$ cat src/hw/bif_pkg.sv
// Constants and types for the bridge interrupt forwarding block.
// Assumes one 50 MHz clock domain and an asynchronous active-low reset.
package bif_pkg;
  localparam int unsigned NUM_LINES   = 4;
  localparam int unsigned ADDR_W      = 64;
  localparam int unsigned DATA_W      = 16;
  localparam int unsigned CTRL_MSI_EN = 16;
  localparam logic [11:0] CTRL_OFFSET = 12'h0f0;
  localparam logic [3:0]  PINS_IDLE   = 4'hf;

  typedef enum logic [2:0] {
    BIF_MSG_ASSERT_A,
    BIF_MSG_ASSERT_B,
    BIF_MSG_ASSERT_C,
    BIF_MSG_ASSERT_D,
    BIF_MSG_DEASSERT_A,
    BIF_MSG_DEASSERT_B,
    BIF_MSG_DEASSERT_C,
    BIF_MSG_DEASSERT_D
  } bif_msg_t;
endpackage

$ cat src/hw/bif_edge_queue.sv
// Per-line pending message tracker for forward mode.
// Assumes sampled pin levels arrive already synchronised to clk_i.
`timescale 1ns/100ps
module bif_edge_queue #(
  parameter int unsigned LINES = 4
) (
  input  wire logic             clk_i,
  input  wire logic             rst_n_i,
  input  wire logic             en_i,
  input  wire logic             clear_i,
  input  wire logic [LINES-1:0] level_i,
  input  wire logic [LINES-1:0] take_i,
  output logic      [LINES-1:0] pend_o,
  output logic      [LINES-1:0] want_o
);
  typedef struct packed {
    logic [LINES-1:0] sent;
    logic [LINES-1:0] pend;
  } bif_eq_state_t;
  bif_eq_state_t s_reg;
  bif_eq_state_t s_next;

  // A line is pending whenever its active level differs from what was reported
  always_comb begin
    s_next = s_reg;
    if (clear_i) begin
      s_next = '0;
    end else begin
      s_next.sent = s_reg.sent ^ (take_i & s_reg.pend);
      s_next.pend = level_i ^ s_next.sent;
    end
  end

  always_ff @(posedge clk_i or negedge rst_n_i) begin
    if (!rst_n_i) begin
      s_reg <= '0;
    end else if (en_i) begin
      s_reg <= s_next;
    end
  end

  assign pend_o = s_reg.pend;
  assign want_o = ~s_reg.sent;
endmodule

$ cat src/hw/bif_top.sv
// Interrupt forwarding between the serial link and the PCI side of the bridge.
// Assumes pins and strap come from outside and are synchronised here; the link
// message port and the message-signaled write port are same-clock logic.
// The direction strap is caught once per reset, after it has settled.
`timescale 1ns/100ps
module bif_top (
  input  wire logic                         clk_i,
  input  wire logic                         rst_n_i,
  input  wire logic                         ce_i,
  input  wire logic                         bridge_direction_strap_i,
  input  wire logic                         pci_rst_n_i,
  input  wire logic                         msi_enable_i,
  input  wire logic [bif_pkg::ADDR_W-1:0]   msi_addr_i,
  input  wire logic [bif_pkg::DATA_W-1:0]   msi_data_i,
  input  wire logic                         pci_msi_valid_i,
  input  wire logic [1:0]                   pci_msi_line_i,
  input  wire logic [bif_pkg::NUM_LINES-1:0] pci_int_n_i,
  output logic      [bif_pkg::NUM_LINES-1:0] pci_int_n_o,
  output logic      [bif_pkg::NUM_LINES-1:0] pci_int_oe_n_o,
  output logic                              msi_wr_valid_o,
  output logic      [bif_pkg::ADDR_W-1:0]   msi_wr_addr_o,
  output logic      [bif_pkg::DATA_W-1:0]   msi_wr_data_o,
  input  wire logic                         msi_wr_ready_i,
  input  wire logic                         link_rx_valid_i,
  input  wire bif_pkg::bif_msg_t            link_rx_msg_i,
  output logic                              link_tx_valid_o,
  output bif_pkg::bif_msg_t                 link_tx_msg_o,
  input  wire logic                         link_tx_ready_i,
  output logic                              reverse_mode_o
);
  import bif_pkg::*;

  typedef struct packed {
    logic [1:0]           strap_sync;
    logic [1:0]           prst_sync;
    logic [NUM_LINES-1:0] pin_sync0;
    logic [NUM_LINES-1:0] pin_sync1;
    logic                 reverse;
    logic                 mode_known;
    logic [1:0]           settle;
    logic [NUM_LINES-1:0] line_active;
    logic [NUM_LINES-1:0] int_n;
    logic [NUM_LINES-1:0] int_oe_n;
    logic                 wr_valid;
    logic [ADDR_W-1:0]    wr_addr;
    logic [DATA_W-1:0]    wr_data;
    logic                 tx_valid;
    bif_msg_t             tx_msg;
  } bif_state_t;
  bif_state_t s_reg;
  bif_state_t s_next;

  // Forward-mode pin edge bookkeeping
  logic [NUM_LINES-1:0] fwd_level;
  logic [NUM_LINES-1:0] fwd_pend;
  logic [NUM_LINES-1:0] fwd_want;
  logic [NUM_LINES-1:0] fwd_take;
  logic                 fwd_clear;
  logic                 fwd_pick_ok;
  logic [1:0]           fwd_pick;
  bif_msg_t             fwd_msg;

  // Handshake and decode helpers
  logic                 msi_busy;
  logic                 tx_free;
  logic                 prst_active;
  logic                 pins_off;
  logic                 rx_take;
  logic                 rx_release;
  logic [1:0]           rx_line;
  logic                 msi_fwd_go;
  bif_msg_t             msi_msg;

  // Message kind for a line and direction
  function automatic bif_msg_t msg_of(input logic [1:0] line, input logic assert_e);
    msg_of = bif_msg_t'({~assert_e, line});
  endfunction

  // Line letter carried by a message
  function automatic logic [1:0] line_of(input bif_msg_t m);
    line_of = m[1:0];
  endfunction

  // True for the four deassert kinds
  function automatic logic is_release(input bif_msg_t m);
    is_release = m[2];
  endfunction

  assign msi_busy    = s_reg.wr_valid && !msi_wr_ready_i;
  assign tx_free     = !s_reg.tx_valid || link_tx_ready_i;
  assign prst_active = !s_reg.prst_sync[1];
  assign pins_off    = msi_enable_i || prst_active;
  // Forward mode tracks pins (active low) unless the PCI side uses MSI writes
  assign fwd_level   = msi_enable_i ? '0 : ~s_reg.pin_sync1;
  assign fwd_clear   = s_reg.reverse || !s_reg.mode_known || msi_enable_i;
  assign fwd_msg     = msg_of(fwd_pick, fwd_want[fwd_pick]);
  assign msi_fwd_go  = msi_enable_i && pci_msi_valid_i;
  assign msi_msg     = msg_of(pci_msi_line_i, 1'b1);

  // A received message is taken only in reverse mode while the write slot is open
  assign rx_take     = s_reg.mode_known && s_reg.reverse && link_rx_valid_i && !msi_busy;
  assign rx_release  = is_release(link_rx_msg_i);
  assign rx_line     = line_of(link_rx_msg_i);

  // Lowest pending line wins the link slot
  always_comb begin
    fwd_pick_ok = 1'b0;
    fwd_pick    = 2'h0;
    for (int i = NUM_LINES - 1; i >= 0; i--) begin
      if (fwd_pend[i]) begin
        fwd_pick_ok = 1'b1;
        fwd_pick    = i[1:0];
      end
    end
  end

  always_comb begin
    s_next   = s_reg;
    fwd_take = '0;
    // Two-stage synchronisers; only the second stage is read
    s_next.strap_sync = {s_reg.strap_sync[0], bridge_direction_strap_i};
    s_next.prst_sync  = {s_reg.prst_sync[0], pci_rst_n_i};
    s_next.pin_sync0  = pci_int_n_i;
    s_next.pin_sync1  = s_reg.pin_sync0;
    s_next.settle     = {s_reg.settle[0], 1'b1};

    // Direction caught once, after the strap has crossed both sync stages;
    // an earlier catch would read the synchroniser's reset value
    if (!s_reg.mode_known && s_reg.settle[1]) begin
      s_next.reverse    = s_reg.strap_sync[1];
      s_next.mode_known = 1'b1;
    end

    // Accepted handshakes free their slots; a request below may refill them
    if (link_tx_ready_i) begin
      s_next.tx_valid = 1'b0;
    end
    if (msi_wr_ready_i) begin
      s_next.wr_valid = 1'b0;
    end

    if (s_reg.mode_known && s_reg.reverse) begin
      // Link messages drive same-lettered pins or become MSI writes
      if (rx_take) begin
        if (!rx_release && msi_enable_i) begin
          s_next.wr_valid = 1'b1;
          s_next.wr_addr  = msi_addr_i;
          s_next.wr_data  = msi_data_i | {{(DATA_W-2){1'b0}}, rx_line};
        end
        s_next.line_active[rx_line] = !rx_release;
      end

      // Pins follow the line state unless MSI owns interrupts or PCI is in reset
      if (pins_off) begin
        s_next.int_oe_n = PINS_IDLE;
        s_next.int_n    = PINS_IDLE;
      end else begin
        s_next.int_n    = ~s_next.line_active;
        s_next.int_oe_n = ~s_next.line_active; // Open-drain: drive low only
      end
      // Line A state is dropped so it does not come back after PCI reset
      if (prst_active) begin
        s_next.line_active[0] = 1'b0;
      end
    end else begin
      // Forward mode: an MSI from the PCI side beats pin edges for the link slot
      s_next.int_n       = PINS_IDLE;
      s_next.int_oe_n    = PINS_IDLE;
      s_next.line_active = '0;
      // An MSI pulse that meets a busy slot is lost; pin edges wait in the tracker
      if (s_reg.mode_known && tx_free) begin
        if (msi_fwd_go) begin
          s_next.tx_valid = 1'b1;
          s_next.tx_msg   = msi_msg;
        end else if (fwd_pick_ok) begin
          s_next.tx_valid = 1'b1;
          s_next.tx_msg   = fwd_msg;
          fwd_take[fwd_pick] = 1'b1;
        end
      end
    end
  end

  // All state, synchronisers included, freezes while ce_i is low
  always_ff @(posedge clk_i or negedge rst_n_i) begin
    if (!rst_n_i) begin
      s_reg          <= '0;
      s_reg.pin_sync0 <= PINS_IDLE;
      s_reg.pin_sync1 <= PINS_IDLE;
      s_reg.int_n    <= PINS_IDLE;
      s_reg.int_oe_n <= PINS_IDLE;
      s_reg.tx_msg   <= BIF_MSG_ASSERT_A;
    end else if (ce_i) begin
      s_reg <= s_next;
    end
  end

  // Per-line edge bookkeeping for forward mode
  bif_edge_queue #(
    .LINES (NUM_LINES)
  ) u_edge (
    .clk_i   (clk_i),
    .rst_n_i (rst_n_i),
    .en_i    (ce_i),
    .clear_i (fwd_clear),
    .level_i (fwd_level),
    .take_i  (fwd_take),
    .pend_o  (fwd_pend),
    .want_o  (fwd_want)
  );

  // Outputs are register fields, never combinational
  assign pci_int_n_o     = s_reg.int_n;
  assign pci_int_oe_n_o  = s_reg.int_oe_n;
  assign msi_wr_valid_o  = s_reg.wr_valid;
  assign msi_wr_addr_o   = s_reg.wr_addr;
  assign msi_wr_data_o   = s_reg.wr_data;
  assign link_tx_valid_o = s_reg.tx_valid;
  assign link_tx_msg_o   = s_reg.tx_msg;
  assign reverse_mode_o  = s_reg.reverse;
endmodule

$ cat config.mk
export PLATFORM = sky130hd
export DESIGN_NAME = bif_top
export DESIGN_NICKNAME = d
export VERILOG_FILES = /design/src/hw/bif_pkg.sv /design/src/hw/bif_edge_queue.sv /design/src/hw/bif_top.sv
export SDC_FILE = /design/constraint.sdc
export NUM_CORES = 1
export LEC_CHECK = 0
export ABC_CLOCK_PERIOD_IN_PS = 5330
export BUFFER_PORTS_ARGS = -buffer_cell sky130_fd_sc_hd__buf_2
export CAP_MARGIN = 0
export CORE_MARGIN = 2
export CORE_UTILIZATION = 29
export CTS_CLUSTER_SIZE = 8
export DETAILED_ROUTE_END_ITERATION = 16
export GPL_TIMING_DRIVEN = 1
export SYNTH_ARGS = -nofsm -noshare
export SYNTH_HDL_FRONTEND = slang
export SYNTH_SLANG_ARGS = --single-unit
$ cat constraint.sdc
create_clock -name clk_i -period 5.33 [get_ports clk_i]
set_input_delay 0.7995 -clock clk_i [delete_from_list [all_inputs] [get_ports clk_i]]
set_output_delay 0.7995 -clock clk_i [all_outputs]
set_load 0.1 [all_outputs]
==> run summary <==
### Clock tree
- **CTS clock-pin slew for the worst setup and hold paths** 60 ps
- **Skew-Pair Late Insertion Delay** 410 ps
- **number of buffers created by CTS** 17
- **clk sinks** 117
- **Clock Tree Buf Depth** 2
- **clock tree from TritonCTS** yes
- **master cell of the clock root buffer** sky130_fd_sc_hd__clkbuf_16
- **Post-CTS Setup Inserts** 0
- **htree depth** 4
- **Hold-fix buffers, CTS** 0
- **total of cells resized after clock tree synthesis** 0

### Drt
- **number of detailed-routing iterations run before antenna repair** 4
- **routed via count** 3497
- **Avg Vias per Cell** 4.27
- **wire length after detailed routing** 12.0 mm
- **wire per inst** 14.7 um
- **count of nets left with antenna violations after detail routing** 0
- **initial detailed-routing violation count** 172
- **drc violations** 0

### Synthesis
- **Synth Area per Inst** 13.8 um^2
- **Synth Register Bits** 117
- **gate count after technology mapping** 430
- **netlist area before placement** 5950 um^2
- **number of library cell types mapped by synthesis** 52
- **post-synthesis sequential area ratio** 49.5%
- **synthesized netlist net count** 529
- **most frequently used flop master after synthesis** sky130_fd_sc_hd__dfrtp_1
- **async set-reset flop share out of synthesis** 100%
- **Post-synth EDFFs** 0
- **Synth warnings** 0

### Pwr
- **Net Sw Frac** 43.2%
- **sequential share of power** 31.0%
- **net switching power of the design** 1570 uW
- **PD cells** 522 nW/um^2
- **internal power** 2060 uW
- **relative contribution of the clock network to total power** 32.2%
- **Max VDD drop** 0.191 mV
- **power share of the combinational group** 36.8%
- **overall power after layout** 3630 uW
- **leakage component of the power** 0.00352 uW

### Floorplanning
- **core area** 20200 um^2
- **I/O pin count** 193
- **row count** 52
- **full die area** 21700 um^2
- **Starting Density** 29.5%
- **chip height** 147 um
- **die width** 147 um

### STA
- **unrepaired setup endpoints after global routing** false
- **hold_ws** 458 ps
- **min setup slack post-route** 2910 ps
- **final worst-path cycle share** 45.4%
- **worst-case clock skew** 7.85 ps
- **transition time of the tightest slew-check pin** 882 ps
- **highest clock frequency the design can meet** 413 MHz
- **pins over their slew limit** 0
- **final setup fails** 0
- **setup TNS** 0 ps
- **Max-Slew Margin vs Limit** 41.2%
- **final critical delay including setup and external delays** 2420 ps
- **final count of hold timing violations** 0

### Setup path
- **Critical Setup Path Class** in2reg
- **Critical Path RT** 5620 ps
- **slowest CP cell** sky130_fd_sc_hd__buf_2
- **Critical Path Start Type** input pin
- **source of the critical timing path** ce_i
- **highest fanout seen on the critical path** 64
- **Worst R2R Start** reverse_mode_o
- **delay of the slowest critical-path stage** 520 ps
- **nature of the critical path endpoint** flip-flop
- **data arrival time of the critical path** 2710 ps
- **Top Family by Delay on Critical Path** buffers and inverters
- **ordered cell list for the critical path** buf_2 > nand3_1 > nor4_4 > buf_12 > mux2_2
- **CP bufs+invs** 2

### Finish
- **share of layout cells above drive strength 1** 62.3%
- **max FFs per register** 64
- **layout-stage area growth over the synthesis result** 17.2%
- **layout net count** 635
- **most common cell after layout, fill and taps aside** sky130_fd_sc_hd__buf_2
- **core utilization of the finished layout** 34.5%
- **antenna diode count** 0
- **commonest cells after routing, fill and taps aside** sky130_fd_sc_hd__buf_2 (191), sky130_fd_sc_hd__dfrtp_1 (105), sky130_fd_sc_hd__mux2_4 (76), sky130_fd_sc_hd__mux2_2 (17), sky130_fd_sc_hd__clkbuf_16 (17)

### Hold path
- **worst min-delay path startpoint** s_next[98]
- **path type of the worst min-delay path** reg2reg

### Run status
- **status** finished, final reports clean

### Global route
- **Remaining Overflow, GRT** 0
- **first-pass GRT wire length** 19.5 mm
- **antenna violations before repair** 0
- **maximum number of pins on one net before global-route repair** 69
- **number of global-route vias before repair** 3577
- **GRT Overall Usage** 11.7%

### Place
- **global placement routability congestion** 0.718
- **count of port buffers added during placement** 192
- **estimated wirelength of the detail-placed design** 8.49 mm
- **worst slack after detailed placement** 2460 ps

### Flow run
- **max-cap check violation count** 0

## through the flow
step	cells	instance area (um^2)
5_1_grt	819	6970
3_3_place_gp	787	6360
2_1_floorplan	430	5950
4_1_cts	819	6970
6_report	819	6970
3_5_place_dp	787	6360
## power by group through the flow
stage	sequential [uW]	combinational [uW]	clock, uW
5_1_grt	1150	1390	1250
4_1_cts	1130	1350	1210
2_1_floorplan	1150	1260	0
3_3_place_gp	1140	1340	0
3_5_place_dp	1140	1340	0
6_report	1130	1340	1170
## layout make-up
type | instances | area [um^2]
clock buffers | 17 | 425
clock inverters | 15 | 179
well taps | 270 | 338
multi-input cells | 195 | 2040
flip-flops and latches | 117 | 2940
repair buffers | 195 | 998
inverters | 10 | 37.5
fillers | 2008 | 13200
## worst paths after layout
check                           depth (start not counted)                to  slack (ps)
worst min register to register                          1        s_next[98]         460
worst min-delay path                                    1        s_next[98]         460
worst max-delay path                                    5  msi_wr_addr_o[5]        2910
worst max register to register                          4  msi_wr_addr_o[5]        3250
max in group asynchronous                               2         s_reg[95]        3660
min in group asynchronous                               1  msi_wr_data_o[4]         480
## synth_stat cells (3+ instances only)
cell | count | area (um^2)
sky130_fd_sc_hd__a21o_1 | 3 | 22.5
sky130_fd_sc_hd__a21oi_1 | 9 | 45.0
sky130_fd_sc_hd__buf_12 | 8 | 160
sky130_fd_sc_hd__buf_4 | 93 | 698
sky130_fd_sc_hd__clkbuf_1 | 3 | 11.3
sky130_fd_sc_hd__dfrtp_1 | 105 | 2630
sky130_fd_sc_hd__dfstp_2 | 12 | 315
sky130_fd_sc_hd__inv_1 | 10 | 37.5
sky130_fd_sc_hd__mux2_2 | 17 | 191
sky130_fd_sc_hd__mux2_4 | 76 | 1140
sky130_fd_sc_hd__mux2i_1 | 4 | 40.0
sky130_fd_sc_hd__nand2_1 | 9 | 33.8
sky130_fd_sc_hd__nand3_1 | 5 | 25.0
sky130_fd_sc_hd__nand4_1 | 4 | 25.0
sky130_fd_sc_hd__nor2_1 | 11 | 41.3
sky130_fd_sc_hd__nor2b_1 | 3 | 18.8
sky130_fd_sc_hd__nor3_1 | 3 | 15.0
sky130_fd_sc_hd__o21ai_0 | 5 | 25.0
sky130_fd_sc_hd__o31ai_1 | 3 | 22.5
sky130_fd_sc_hd__xnor2_1 | 5 | 43.8
## cell families after synthesis
| kind of cell | after synthesis | share of synthesized area (%) |
|---|---|---|
| buffers and inverters | 118 | 16.3 |
| muxes | 97 | 23.1 |
| and+or+nand+nor | 53 | 5.49 |
| AOI/OAI and AO/OA | 39 | 4.78 |
| xor gates and xnor gates | 6 | 0.884 |
| DFF | 117 | 49.5 |
## routing by layer
metal	GRT usage (%)	vias to the layer above	wire length (um)
li1	-	1622	-
met1	14.2	1731	5150
met2	19.2	128	5900
met3	4.25	16	825
met4	3.89	0	171
met5	0	-	0
## worst reg2reg max path: cells and delay by family, from the launching register on
kind / cells / cell delay, ps
muxes: 1 / 460
DFF: 1 / 530
buffers and inverters: 1 / 430
and+or+nand+nor: 2 / 540
Note: power is estimated with default switching activity, not from simulation.
